**src/hw/lpmc_defines.vh**
```
// constants for the low-power mode controller
`ifndef LPMC_DEFINES_VH
`define LPMC_DEFINES_VH

`define LPMC_ADDR_CTRL        8'h00
`define LPMC_ADDR_STATUS      8'h04
`define LPMC_ADDR_CLKSEL      8'h08
`define LPMC_ADDR_OSC         8'h0c
`define LPMC_ADDR_WAKE_EN     8'h10
`define LPMC_ADDR_CAUSE       8'h14

`define LPMC_REQ_SLEEP        3'h0
`define LPMC_REQ_LP_SLEEP     3'h1
`define LPMC_REQ_STOP_RTC     3'h2
`define LPMC_REQ_STOP         3'h3
`define LPMC_REQ_STBY_RTC     3'h4
`define LPMC_REQ_STBY         3'h5

`define LPMC_MODE_RUN         3'h0
`define LPMC_MODE_SLEEP       3'h1
`define LPMC_MODE_LP_RUN      3'h2
`define LPMC_MODE_LP_SLEEP    3'h3
`define LPMC_MODE_STOP_RTC    3'h4
`define LPMC_MODE_STOP        3'h5
`define LPMC_MODE_STBY_RTC    3'h6
`define LPMC_MODE_STBY        3'h7

`define LPMC_RANGE_1          2'h1
`define LPMC_RANGE_2          2'h2
`define LPMC_RANGE_3          2'h3

`define LPMC_FMAX_R1_KHZ      32000
`define LPMC_FMAX_R2_KHZ      16000
`define LPMC_FMAX_R3_KHZ      4200
`define LPMC_FWS_R1_KHZ       16000
`define LPMC_FWS_R2_KHZ       8000
`define LPMC_FMAX_LPRUN_KHZ   131

`define LPMC_CLK_MHZ          200
`define LPMC_STOP_WAKE_NS     3500
`define LPMC_STBY_WAKE_NS     60000
`define LPMC_STEP_GAP_NS      5000
`define LPMC_STOP_WAKE_CYC    ((`LPMC_STOP_WAKE_NS * `LPMC_CLK_MHZ) / 1000)
`define LPMC_STBY_WAKE_CYC    ((`LPMC_STBY_WAKE_NS * `LPMC_CLK_MHZ) / 1000)
`define LPMC_STEP_GAP_CYC     ((`LPMC_STEP_GAP_NS * `LPMC_CLK_MHZ + 999) / 1000)

`endif

```
**src/hw/lpmc_ctrl.v**
```verilog
// low-power mode controller with AXI4-Lite registers
// Function
// - three voltage ranges cap the cpu clock at 32, 16 and 4.2 MHz.
// - sleep halts only the cpu clock and any peripheral interrupt wakes it.
// - low-power run uses the multispeed oscillator at 131 kHz or less, regulator low-power.
// - low-power sleep is sleep with a low-power regulator; wakeup returns to run, regulator on.
// - stop with rtc stops core clocks and fast oscillators, keeps one slow oscillator.
// - in stop a wakeup-capable peripheral may turn on the high-speed internal oscillator.
// - any enabled external interrupt line wakes from stop, cpu running within 3.5 us.
// - stop wakeup accepts pins, supply monitor, comparators with reference, serial and timer wakeups, and rtc in stop with rtc only.
// - stop without rtc stops every clock but a requested high-speed internal oscillator, including slow oscillators, retaining state.
// - standby powers off regulator and core, keeping only the standby circuitry.
// - standby with rtc exits within 60 us on reset, watchdog, wakeup pin rise or rtc event.
// - standby without rtc exits within 60 us only on reset pin, watchdog or wakeup pin rise.
// - stop with rtc and standby do not themselves halt rtc, watchdog or their oscillators.
// - flash wait states follow range and frequency thresholds.
`timescale 1ns/10ps
`default_nettype none
`include "lpmc_defines.vh"

module lpmc_ctrl #(
	parameter N_EXT         = 16,
	parameter STBY_WAKE_CYC = `LPMC_STBY_WAKE_CYC
)(
	input  wire             mclk,
	input  wire             rst,
	input  wire             ce,
	input  wire [7:0]       s_axi_awaddr,
	input  wire             s_axi_awvalid,
	output reg              s_axi_awready,
	input  wire [31:0]      s_axi_wdata,
	input  wire [3:0]       s_axi_wstrb,
	input  wire             s_axi_wvalid,
	output reg              s_axi_wready,
	output reg  [1:0]       s_axi_bresp,
	output reg              s_axi_bvalid,
	input  wire             s_axi_bready,
	input  wire [7:0]       s_axi_araddr,
	input  wire             s_axi_arvalid,
	output reg              s_axi_arready,
	output reg  [31:0]      s_axi_rdata,
	output reg  [1:0]       s_axi_rresp,
	output reg              s_axi_rvalid,
	input  wire             s_axi_rready,
	input  wire             cpu_wfi,
	input  wire             external_reset_pin_n,
	input  wire             independent_watchdog_rst,
	input  wire [N_EXT-1:0] external_interrupt_line,
	input  wire             supply_monitor_output,
	input  wire [1:0]       comparator_evt,
	input  wire [4:0]       periph_wake,
	input  wire             periph_hsi_req,
	input  wire [3:0]       rtc_evt,
	input  wire [2:0]       standby_wakeup_pin,
	input  wire             periph_irq,
	output reg              cpu_clk_en,
	output reg              periph_clk_en,
	output reg              pll_en,
	output reg              multispeed_internal_osc_en,
	output reg              multispeed_low_speed,
	output reg              high_speed_internal_osc_en,
	output reg              high_speed_crystal_osc_en,
	output reg              low_speed_internal_osc_en,
	output reg              low_speed_crystal_osc_en,
	output reg              regulator_on,
	output reg              regulator_low_power,
	output reg              core_power_on,
	output reg  [1:0]       voltage_range,
	output reg              flash_wait_state,
	output reg              cpu_reset,
	output reg  [2:0]       mode_status
);
	localparam [2:0] S_RUN     = 3'h0;
	localparam [2:0] S_SLEEP   = 3'h1;
	localparam [2:0] S_LPRUN   = 3'h2;
	localparam [2:0] S_LPSLEEP = 3'h3;
	localparam [2:0] S_STOPR   = 3'h4;
	localparam [2:0] S_STOP    = 3'h5;
	localparam [2:0] S_STBYR   = 3'h6;
	localparam [2:0] S_STBY    = 3'h7;
	localparam [31:0] STOP_CYC_W = `LPMC_STOP_WAKE_CYC;
	localparam [31:0] GAP_CYC_W  = `LPMC_STEP_GAP_CYC;
	localparam [15:0] STOP_CYC   = STOP_CYC_W[15:0];
	localparam [15:0] GAP_CYC    = GAP_CYC_W[15:0];

	reg  [2:0]       state_q;
	reg  [2:0]       req_q;
	reg              lprun_q;
	reg  [1:0]       range_q;
	reg  [15:0]      freq_khz_q;
	reg              lsi_keep_q;
	reg              lse_keep_q;
	reg  [N_EXT-1:0] ext_en_q;
	reg              int_ref_q;
	reg  [3:0]       cause_q;
	reg              freq_err_q;
	reg  [15:0]      gap_q;
	reg  [15:0]      wake_cnt_q;
	reg              waking_q;
	reg              aw_hold_q;
	reg              w_hold_q;
	reg  [7:0]       awaddr_q;
	reg  [31:0]      wdata_q;
	reg  [3:0]       wstrb_q;
	reg  [31:0]      rd_d;
	wire             wake;
	wire [3:0]       wake_cause;
	wire             range_fit;
	wire [31:0]      wr_data;
	wire [15:0]      new_freq;
	wire [15:0]      fmax;
	wire             step_ok;
	wire             stby_reset;
	wire [15:0]      wake_limit;

	lpmc_wake_select #(
		.N_EXT                 (N_EXT)
	) u_wake (
		.mclk                  (mclk),
		.rst                   (rst),
		.ce                    (ce),
		.mode                  (state_q),
		.ext_line              (external_interrupt_line),
		.ext_en                (ext_en_q),
		.supply_monitor_output (supply_monitor_output),
		.comparator_evt        (comparator_evt),
		.int_ref_on            (int_ref_q),
		.periph_wake           (periph_wake),
		.rtc_evt               (rtc_evt),
		.standby_wakeup_pin    (standby_wakeup_pin),
		.periph_irq            (periph_irq),
		.wake                  (wake),
		.cause                 (wake_cause)
	);

	// write channel: address and data taken in either order
	assign wr_data  = w_hold_q ? wdata_q : s_axi_wdata;
	assign new_freq = wr_data[15:0];

	assign fmax = (range_q == `LPMC_RANGE_1) ? 16'd`LPMC_FMAX_R1_KHZ
		: (range_q == `LPMC_RANGE_2) ? 16'd`LPMC_FMAX_R2_KHZ : 16'd`LPMC_FMAX_R3_KHZ;
	// less than 4x up or down, and spacing honoured; a refused step sets an error flag
	assign step_ok = (gap_q == 16'h0) & (new_freq <= fmax) & (new_freq != 16'h0)
		& ({2'b00, freq_khz_q} < {new_freq, 2'b00})
		& ({2'b00, new_freq} < {freq_khz_q, 2'b00})
		& (~lprun_q | (new_freq <= 16'd`LPMC_FMAX_LPRUN_KHZ));
	// range changes take effect only if the clock already fits the new range
	assign range_fit = (wdata_q[17:16] == `LPMC_RANGE_3) ? (freq_khz_q <= 16'd`LPMC_FMAX_R3_KHZ)
		: (wdata_q[17:16] != `LPMC_RANGE_2) | (freq_khz_q <= 16'd`LPMC_FMAX_R2_KHZ);

	// hardware standby exit by reset pin or watchdog
	assign stby_reset = ~external_reset_pin_n | independent_watchdog_rst;
	assign wake_limit = (state_q == S_STBYR || state_q == S_STBY) ? STBY_WAKE_CYC[15:0] : STOP_CYC;

	always @(posedge mclk)
	begin
		if (rst)
		begin
			s_axi_awready <= 1'b0;
			s_axi_wready  <= 1'b0;
			s_axi_bvalid  <= 1'b0;
			s_axi_bresp   <= 2'h0;
			aw_hold_q     <= 1'b0;
			w_hold_q      <= 1'b0;
			awaddr_q      <= 8'h0;
			wdata_q       <= 32'h0;
			wstrb_q       <= 4'h0;
			req_q         <= `LPMC_REQ_SLEEP;
			lprun_q       <= 1'b0;
			range_q       <= `LPMC_RANGE_2;
			freq_khz_q    <= 16'd2097;
			lsi_keep_q    <= 1'b1;
			lse_keep_q    <= 1'b1;
			ext_en_q      <= {N_EXT{1'b1}};
			int_ref_q     <= 1'b1;
			freq_err_q    <= 1'b0;
			gap_q         <= 16'h0;
		end
		else if (ce)
		begin
			s_axi_awready <= ~aw_hold_q & ~s_axi_awready & s_axi_awvalid & ~s_axi_bvalid;
			s_axi_wready  <= ~w_hold_q & ~s_axi_wready & s_axi_wvalid & ~s_axi_bvalid;
			if (s_axi_awvalid & s_axi_awready)
			begin
				aw_hold_q <= 1'b1;
				awaddr_q  <= s_axi_awaddr;
			end
			if (s_axi_wvalid & s_axi_wready)
			begin
				w_hold_q <= 1'b1;
				wdata_q  <= s_axi_wdata;
				wstrb_q  <= s_axi_wstrb;
			end
			if (gap_q != 16'h0)
				gap_q <= gap_q - 16'h1;
			if (aw_hold_q & w_hold_q & ~s_axi_bvalid)
			begin
				aw_hold_q    <= 1'b0;
				w_hold_q     <= 1'b0;
				s_axi_bvalid <= 1'b1;
				s_axi_bresp  <= 2'h0;
				if (wstrb_q[0])
				begin
					case (awaddr_q)
						`LPMC_ADDR_CTRL:
						begin
							req_q     <= wdata_q[2:0];
							lprun_q   <= wdata_q[4] & (freq_khz_q <= 16'd`LPMC_FMAX_LPRUN_KHZ);
							int_ref_q <= wdata_q[5];
						end
						`LPMC_ADDR_CLKSEL:
						begin
							if (wdata_q[17:16] != 2'h0 && wdata_q[17:16] != range_q)
							begin
								if (range_fit)
									range_q <= wdata_q[17:16];
								else
									freq_err_q <= 1'b1;
							end
							else if (step_ok)
							begin
								freq_khz_q <= wdata_q[15:0];
								gap_q      <= GAP_CYC;
							end
							else
								freq_err_q <= 1'b1;
						end
						`LPMC_ADDR_OSC:
						begin
							lsi_keep_q <= wdata_q[0];
							lse_keep_q <= wdata_q[1];
							if (wdata_q[2])
								freq_err_q <= 1'b0;
						end
						`LPMC_ADDR_WAKE_EN:
							ext_en_q <= wdata_q[N_EXT-1:0];
						`LPMC_ADDR_STATUS, `LPMC_ADDR_CAUSE: ;
						default:
							s_axi_bresp <= 2'h2;
					endcase
				end
			end
			if (s_axi_bvalid & s_axi_bready)
				s_axi_bvalid <= 1'b0;
		end
	end

	always @*
	begin
		rd_d = 32'h0;
		case (s_axi_araddr)
			`LPMC_ADDR_CTRL:    rd_d = {26'h0, int_ref_q, lprun_q, 1'b0, req_q};
			`LPMC_ADDR_STATUS:  rd_d = {24'h0, freq_err_q, flash_wait_state, voltage_range, 1'b0, state_q};
			`LPMC_ADDR_CLKSEL:  rd_d = {14'h0, range_q, freq_khz_q};
			`LPMC_ADDR_OSC:     rd_d = {30'h0, lse_keep_q, lsi_keep_q};
			`LPMC_ADDR_WAKE_EN: rd_d = {{(32-N_EXT){1'b0}}, ext_en_q};
			`LPMC_ADDR_CAUSE:   rd_d = {28'h0, cause_q};
			default:            rd_d = 32'h0;
		endcase
	end

	always @(posedge mclk)
	begin
		if (rst)
		begin
			s_axi_arready <= 1'b0;
			s_axi_rvalid  <= 1'b0;
			s_axi_rdata   <= 32'h0;
			s_axi_rresp   <= 2'h0;
		end
		else if (ce)
		begin
			s_axi_arready <= s_axi_arvalid & ~s_axi_arready & ~s_axi_rvalid;
			if (s_axi_arvalid & s_axi_arready)
			begin
				s_axi_rvalid <= 1'b1;
				s_axi_rdata  <= rd_d;
				s_axi_rresp  <= (s_axi_araddr[1:0] == 2'h0 && s_axi_araddr <= `LPMC_ADDR_CAUSE)
					? 2'h0 : 2'h2;
			end
			else if (s_axi_rvalid & s_axi_rready)
				s_axi_rvalid <= 1'b0;
		end
	end

	// mode state machine
	always @(posedge mclk)
	begin
		if (rst)
		begin
			state_q    <= S_RUN;
			cause_q    <= 4'h0;
			waking_q   <= 1'b0;
			wake_cnt_q <= 16'h0;
		end
		else if (ce)
		begin
			case (state_q)
				S_RUN, S_LPRUN:
				begin
					state_q <= lprun_q ? S_LPRUN : S_RUN;
					if (cpu_wfi)
					begin
						case (req_q)
							`LPMC_REQ_SLEEP:    state_q <= S_SLEEP;
							`LPMC_REQ_LP_SLEEP: state_q <= S_LPSLEEP;
							`LPMC_REQ_STOP_RTC: state_q <= S_STOPR;
							`LPMC_REQ_STOP:     state_q <= S_STOP;
							`LPMC_REQ_STBY_RTC: state_q <= S_STBYR;
							`LPMC_REQ_STBY:     state_q <= S_STBY;
							default:            state_q <= S_SLEEP;
						endcase
					end
				end
				S_SLEEP, S_LPSLEEP:
				begin
					if (wake)
					begin
						state_q <= S_RUN;
						cause_q <= wake_cause;
					end
				end
				S_STOPR, S_STOP, S_STBYR, S_STBY:
				begin
					// ends two short so the registered cpu clock enable is back at the limit
					if (waking_q)
					begin
						if (wake_cnt_q >= wake_limit - 16'h2)
						begin
							waking_q   <= 1'b0;
							wake_cnt_q <= 16'h0;
							state_q    <= S_RUN;
						end
						else
							wake_cnt_q <= wake_cnt_q + 16'h1;
					end
					else if (wake | ((state_q == S_STBYR || state_q == S_STBY) & stby_reset))
					begin
						waking_q <= 1'b1;
						cause_q  <= {wake_cause[3:1], wake_cause[0] | stby_reset};
					end
				end
				default: state_q <= S_RUN;
			endcase
		end
	end

	// derived clock, oscillator and regulator controls
	always @(posedge mclk)
	begin
		if (rst)
		begin
			cpu_clk_en                 <= 1'b1;
			periph_clk_en              <= 1'b1;
			pll_en                     <= 1'b0;
			multispeed_internal_osc_en <= 1'b1;
			multispeed_low_speed       <= 1'b0;
			high_speed_internal_osc_en <= 1'b0;
			high_speed_crystal_osc_en  <= 1'b0;
			low_speed_internal_osc_en  <= 1'b1;
			low_speed_crystal_osc_en   <= 1'b1;
			regulator_on               <= 1'b1;
			regulator_low_power        <= 1'b0;
			core_power_on              <= 1'b1;
			voltage_range              <= `LPMC_RANGE_2;
			flash_wait_state           <= 1'b0;
			cpu_reset                  <= 1'b0;
			mode_status                <= `LPMC_MODE_RUN;
		end
		else if (ce)
		begin
			mode_status   <= state_q;
			voltage_range <= range_q;
			flash_wait_state <= ((range_q == `LPMC_RANGE_1) & (freq_khz_q > 16'd`LPMC_FWS_R1_KHZ))
				| ((range_q == `LPMC_RANGE_2) & (freq_khz_q > 16'd`LPMC_FWS_R2_KHZ));
			cpu_clk_en    <= (state_q == S_RUN) | (state_q == S_LPRUN);
			periph_clk_en <= state_q[2] == 1'b0;
			pll_en        <= ~state_q[2] & ~lprun_q;
			multispeed_internal_osc_en <= ~state_q[2];
			multispeed_low_speed <= (state_q == S_LPRUN) | (state_q == S_LPSLEEP);
			high_speed_crystal_osc_en  <= ~state_q[2] & ~lprun_q;
			high_speed_internal_osc_en <= ((state_q == S_STOPR) | (state_q == S_STOP))
				? periph_hsi_req : (~state_q[2] & ~lprun_q);
			// slow oscillators keep their own enable; only stop-without-rtc forces them off
			low_speed_internal_osc_en <= lsi_keep_q & (state_q != S_STOP);
			low_speed_crystal_osc_en  <= lse_keep_q & (state_q != S_STOP);
			regulator_on        <= ~(state_q == S_STBYR || state_q == S_STBY);
			core_power_on       <= ~(state_q == S_STBYR || state_q == S_STBY);
			regulator_low_power <= (state_q == S_LPRUN) | (state_q == S_LPSLEEP)
				| (state_q == S_STOPR) | (state_q == S_STOP);
			cpu_reset <= (state_q == S_STBYR || state_q == S_STBY);
		end
	end
endmodule // lpmc_ctrl

`default_nettype wire

```
**src/hw/lpmc_wake_select.v**
```verilog
// wakeup source qualification per low-power mode
`timescale 1ns/10ps
`default_nettype none
`include "lpmc_defines.vh"

module lpmc_wake_select #(
	parameter N_EXT = 16
)(
	input  wire             mclk,
	input  wire             rst,
	input  wire             ce,
	input  wire [2:0]       mode,
	input  wire [N_EXT-1:0] ext_line,
	input  wire [N_EXT-1:0] ext_en,
	input  wire             supply_monitor_output,
	input  wire [1:0]       comparator_evt,
	input  wire             int_ref_on,
	input  wire [4:0]       periph_wake,
	input  wire [3:0]       rtc_evt,
	input  wire [2:0]       standby_wakeup_pin,
	input  wire             periph_irq,
	output wire             wake,
	output wire [3:0]       cause
);
	reg  [2:0]       pin_q;
	wire [2:0]       pin_rise;
	wire [N_EXT-1:0] ext_hit;
	wire             stop_src;
	wire             stby_src;
	wire             sleep_src;

	always @(posedge mclk)
	begin
		if (rst)
			pin_q <= 3'h0;
		else if (ce)
			pin_q <= standby_wakeup_pin;
	end

	assign pin_rise = standby_wakeup_pin & ~pin_q;

	genvar i;
	generate
		for (i = 0; i < N_EXT; i = i + 1)
		begin : g_ext
			assign ext_hit[i] = ext_line[i] & ext_en[i];
		end
	endgenerate

	assign stop_src = (|ext_hit) | supply_monitor_output
		| ((|comparator_evt) & int_ref_on) | (|periph_wake)
		| ((mode == `LPMC_MODE_STOP_RTC) & (|rtc_evt));
	assign stby_src = (|pin_rise)
		| ((mode == `LPMC_MODE_STBY_RTC) & (|rtc_evt));
	assign sleep_src = periph_irq | stop_src;

	assign wake = ((mode == `LPMC_MODE_SLEEP) | (mode == `LPMC_MODE_LP_SLEEP)) ? sleep_src
		: ((mode == `LPMC_MODE_STOP_RTC) | (mode == `LPMC_MODE_STOP)) ? stop_src
		: ((mode == `LPMC_MODE_STBY_RTC) | (mode == `LPMC_MODE_STBY)) ? stby_src
		: 1'b0;
	assign cause = {|pin_rise, |rtc_evt, |ext_hit, periph_irq};
endmodule // lpmc_wake_select

`default_nettype wire

```
**config.mk**
```make
export PLATFORM = sky130hd
export DESIGN_NAME = lpmc_ctrl
export DESIGN_NICKNAME = d
export VERILOG_FILES = /design/src/hw/lpmc_ctrl.v /design/src/hw/lpmc_wake_select.v
export VERILOG_INCLUDE_DIRS = /design/src /design/src/hw
export SDC_FILE = /design/constraint.sdc
export NUM_CORES = 1
export LEC_CHECK = 0
export ABC_AREA = 1
export ABC_CLOCK_PERIOD_IN_PS = 2200
export CAP_MARGIN = 30
export CORE_ASPECT_RATIO = 0.7
export CORE_UTILIZATION = 30
export CTS_CLUSTER_SIZE = 25
export DETAILED_ROUTE_END_ITERATION = 10
export DONT_BUFFER_PORTS = 1
export MAX_ROUTING_LAYER = met4
export PLACE_DENSITY = 0.55
export REMOVE_ABC_BUFFERS = 1
export SLEW_MARGIN = 15
export SYNTH_ARGS = -nofsm -noshare
export SYNTH_HDL_FRONTEND = slang
export SYNTH_SLANG_ARGS = --single-unit
```
**constraint.sdc**
```tcl
create_clock -name mclk -period 2.2 [get_ports mclk]
set_input_delay 0.33 -clock mclk [delete_from_list [all_inputs] [get_ports mclk]]
set_output_delay 0.33 -clock mclk [all_outputs]
set_load 0.05 [all_outputs]
```
==> impl_metrics.json <==
{
  "hold-path-endpoint": "low_speed_internal_osc_en",
  "timing.critical_path.required_ps": 2510,
  "r2r-start": "w_hold_q",
  "cts_made_buffers": 17,
  "pre_antenna_drt_iters": 5,
  "port_buffers": 0,
  "detailedRoute.firstIterationViolations": 610,
  "final_max_tran_viols": 0,
  "floorplan.rows": 51,
  "multiInputGateArea_mm2": 0.00511,
  "syn2layout_area_growth_pct": 30.5,
  "r2r_end": "freq_khz_q[0]",
  "yosys_warnings": 0,
  "drt-total-wl_um": 28600,
  "post-route-cell-area_mm2": 0.0112,
  "synthCells": 1256,
  "synth.yosys.seq_area_share": 0.361,
  "tightest_slew_ps": 577,
  "source_to_sink_clock_delay_at_the_later_pin_of_the_worst_skew_pair_ps": 440,
  "synthesized_area_mm2": 0.00859,
  "final_antenna_net_count": 0,
  "postPlaceCellArea_mm2": 0.00976,
  "hold-worst-slack_ps": 30.4,
  "fp.coreArea_mm2": 0.0279,
  "h-tree-depth": 4,
  "cts_tree": "done",
  "finish.utilization": 0.401,
  "synth.ff_latch_count": 155,
  "post_synth.cell_area_avg_um2": 6.84,
  "async_flop_share": 0,
  "timing.hold.worst.start": "ce",
  "floorplan_die_area_mm2": 0.0293,
  "root_buffer": "sky130_fd_sc_hd__clkbuf_16",
  "synth_common_cells": "301 x sky130_fd_sc_hd__nand2_1, 158 x sky130_fd_sc_hd__inv_1, 155 x sky130_fd_sc_hd__dfxtp_1",
  "hold-path-cell-count": 2,
  "grt_max_degree": 44,
  "seqCellArea_mm2": 0.00311,
  "floorplan.initialDensity": 0.307,
  "violations": "negative setup slack",
  "reg2reg_slack_ps": -360,
  "grt_pass1_vias": 7790,
  "fp.dieW_um": 204,
  "detail_route.vias_per_cell": 4.81,
  "clock_tree.buffer_depth": 2,
  "drive_above_1_share": 0.203,
  "worst_setup_path_start_kind": "flop",
  "worst_case_reg_to_reg_path_depth": 19,
  "num_io_pins": 156,
  "yosys.cell_count.top_type": "sky130_fd_sc_hd__nand2_1",
  "num-fill-cells": 2875,
  "route.detailed.wl_per_inst_um": 16.3,
  "grt_overflow_total": 0,
  "crit_path_end_kind": "flop",
  "power-per-cell-area_mw_per_mm2": 736,
  "number_of_antenna_violations_at_the_first_check_in_global_routing": 3,
  "worst_ir_drop_vdd_mv": 0.576,
  "max-slew-margin-rel": 0.615,
  "global_route.usage.total": 0.198,
  "clk_pin_slew_worst_paths_ps": 60,
  "die_height_um": 144,
  "max_freq_ghz": 0.391,
  "cell_taking_the_most_area_after_synthesis": "sky130_fd_sc_hd__dfxtp_1",
  "final_hold_viol_count": 0,
  "hp-class": "primary input to flop",
  "cap_viol_max_count": 0,
  "timing.setup.tns_ps": -7930,
  "area_share_of_the_largest_cell_type_after_synthesis": 0.361,
  "synth-edff-count": 0,
  "run_status": "finished, violations left",
  "vias": 8473,
  "synth_top_flop_cell": "sky130_fd_sc_hd__dfxtp_1",
  "dp_worst_setup_slack_ps": -298,
  "cts_sinks": 155,
  "post-route-period-util": 1.16,
  "skew_final_ps": 15.3,
  "synthDistinctLibCells": 42,
  "netlist_top_cells_area": "sky130_fd_sc_hd__dfxtp_1 36%, sky130_fd_sc_hd__nand2_1 13%, sky130_fd_sc_hd__ha_1 7.7%, sky130_fd_sc_hd__inv_1 6.9%, sky130_fd_sc_hd__nor2_1 6.5%",
  "cellLeakagePower_nw": 5.05,
  "setup_ws_ps": -357,
  "critPathKind": "flop to flop",
  "grt_first_pass_wirelength_um": 42600,
  "arrival_ps": 2870,
  "rsz0062_at_grt": "yes",
  "drc": 0,
  "critPathMaxFanout": 8,
  "routabilityCongestion": 0.902,
  "final_setup_vio_count": 25,
  "dp_hpwl_um": 21200,
  "nets": 1521,
  "period_needed_ps": 2560
}
==> layer usage <==
layer  up-vias  global-route usage  routed length (um)
li1       4317                   -                   -
met1      3944               0.267               14100
met2       188               0.299               12600
met5         -                   -                   0
met4         0              0.0463                 382
met3        24              0.0440                1590
==> critical path: stages (launching register included) <==
cell                      delay (ps)
sky130_fd_sc_hd__dfxtp_4         410
sky130_fd_sc_hd__buf_12          160
sky130_fd_sc_hd__inv_6            50
sky130_fd_sc_hd__nand2_4          50
sky130_fd_sc_hd__nand2_2          60
sky130_fd_sc_hd__buf_6           120
sky130_fd_sc_hd__ha_1            260
sky130_fd_sc_hd__nand2_1          80
sky130_fd_sc_hd__inv_1            50
sky130_fd_sc_hd__nand2_2          60
sky130_fd_sc_hd__a21oi_2          50
sky130_fd_sc_hd__nor2_1          100
sky130_fd_sc_hd__nand3_1         120
sky130_fd_sc_hd__nor2_2          120
sky130_fd_sc_hd__nand3_2         100
sky130_fd_sc_hd__nor2_4          120
sky130_fd_sc_hd__nand3_4         170
sky130_fd_sc_hd__buf_2           210
sky130_fd_sc_hd__nand2_1          70
sky130_fd_sc_hd__nand3_1          70
==> cells by family (layout without fill, tap and decap cells) <==
kind of cell,Yosys count,count (layout),share of synthesized area
buf+inv,221,335,0.110
compound gates,225,225,0.147
other cells,1,20,0.000437
fa+ha+maj,53,53,0.0772
flops,155,155,0.361
simple gates,585,585,0.288
xor+xnor,16,16,0.0163
==> cells in the final DEF, fill, tap and decap left out, types with 8 or more instances in the layout <==
cell type and count:
sky130_fd_sc_hd__a21oi_1 94, sky130_fd_sc_hd__a21oi_2 8, sky130_fd_sc_hd__buf_4 121, sky130_fd_sc_hd__clkbuf_16 19, sky130_fd_sc_hd__conb_1 16, sky130_fd_sc_hd__dfxtp_1 151
sky130_fd_sc_hd__ha_1 34, sky130_fd_sc_hd__ha_4 17, sky130_fd_sc_hd__inv_1 146, sky130_fd_sc_hd__inv_2 13, sky130_fd_sc_hd__nand2_1 275, sky130_fd_sc_hd__nand2_2 23
sky130_fd_sc_hd__nand3_1 55, sky130_fd_sc_hd__nand4_1 23, sky130_fd_sc_hd__nor2_1 140, sky130_fd_sc_hd__nor2_2 10, sky130_fd_sc_hd__nor3_1 23, sky130_fd_sc_hd__o211ai_1 28
sky130_fd_sc_hd__o21ai_0 58, sky130_fd_sc_hd__xor2_1 10
==> flip-flops by register name (all words and copies together), names as in the netlist, 2 cells and up <==
signal,flops
s_axi_rdata,18
wdata_q,18
ext_en_q,16
freq_khz_q,16
gap_q,16
wake_cnt_q,16
awaddr_q,8
cause_q,4
mode_status,3
req_q,3
state_q,3
u_wake.pin_q,3
range_q,2
voltage_range,2
==> through the flow <==
step,instances,power (mW)
floorplan,1212,4.26
global placement,1706,4.68
detailed placement,1706,4.71
CTS,1747,8.22
global route,1759,8.64
finish,1760,8.25
==> cell type report <==
type / instances / share of cell area
diodes: 4 / 0.000893
clock buffers: 19 / 0.0386
clock inverters: 13 / 0.0212
inverters: 162 / 0.0553
multi-input cells: 895 / 0.456
flip-flops and latches: 155 / 0.277
well taps: 371 / 0.0414
repair buffers: 141 / 0.109
==> power by group <==
group          switching (mW)  internal, mW  total, mW
Clock                    1.30          2.15       3.45
Combinational           0.968         0.673       1.64
Sequential              0.183          2.98       3.16
==> how the worst max path moves through the flow <==
stage	start	endpoint	cells past startpoint
3_3_place_gp	w_hold_q	freq_khz_q[2]	17
5_1_grt	w_hold_q	freq_khz_q[12]	20
3_5_place_dp	w_hold_q	freq_khz_q[2]	16
2_1_floorplan	w_hold_q	freq_khz_q[0]	17
6_report	w_hold_q	freq_khz_q[0]	19
4_1_cts	w_hold_q	freq_khz_q[6]	19
==> what timing repair did <==
| action | CTS | global route |
|---|---|---|
| gates cloned | 2 | 2 |
| hold buffers | 4 | 0 |
| resized for setup | 51 | 82 |
| hold endpoints to repair | 49 | 0 |
| pin swaps | 12 | 26 |
| setup endpoints to repair | 29 | 64 |
| buffers inserted | 3 | 7 |
Note: power is estimated with default switching activity, not from simulation.
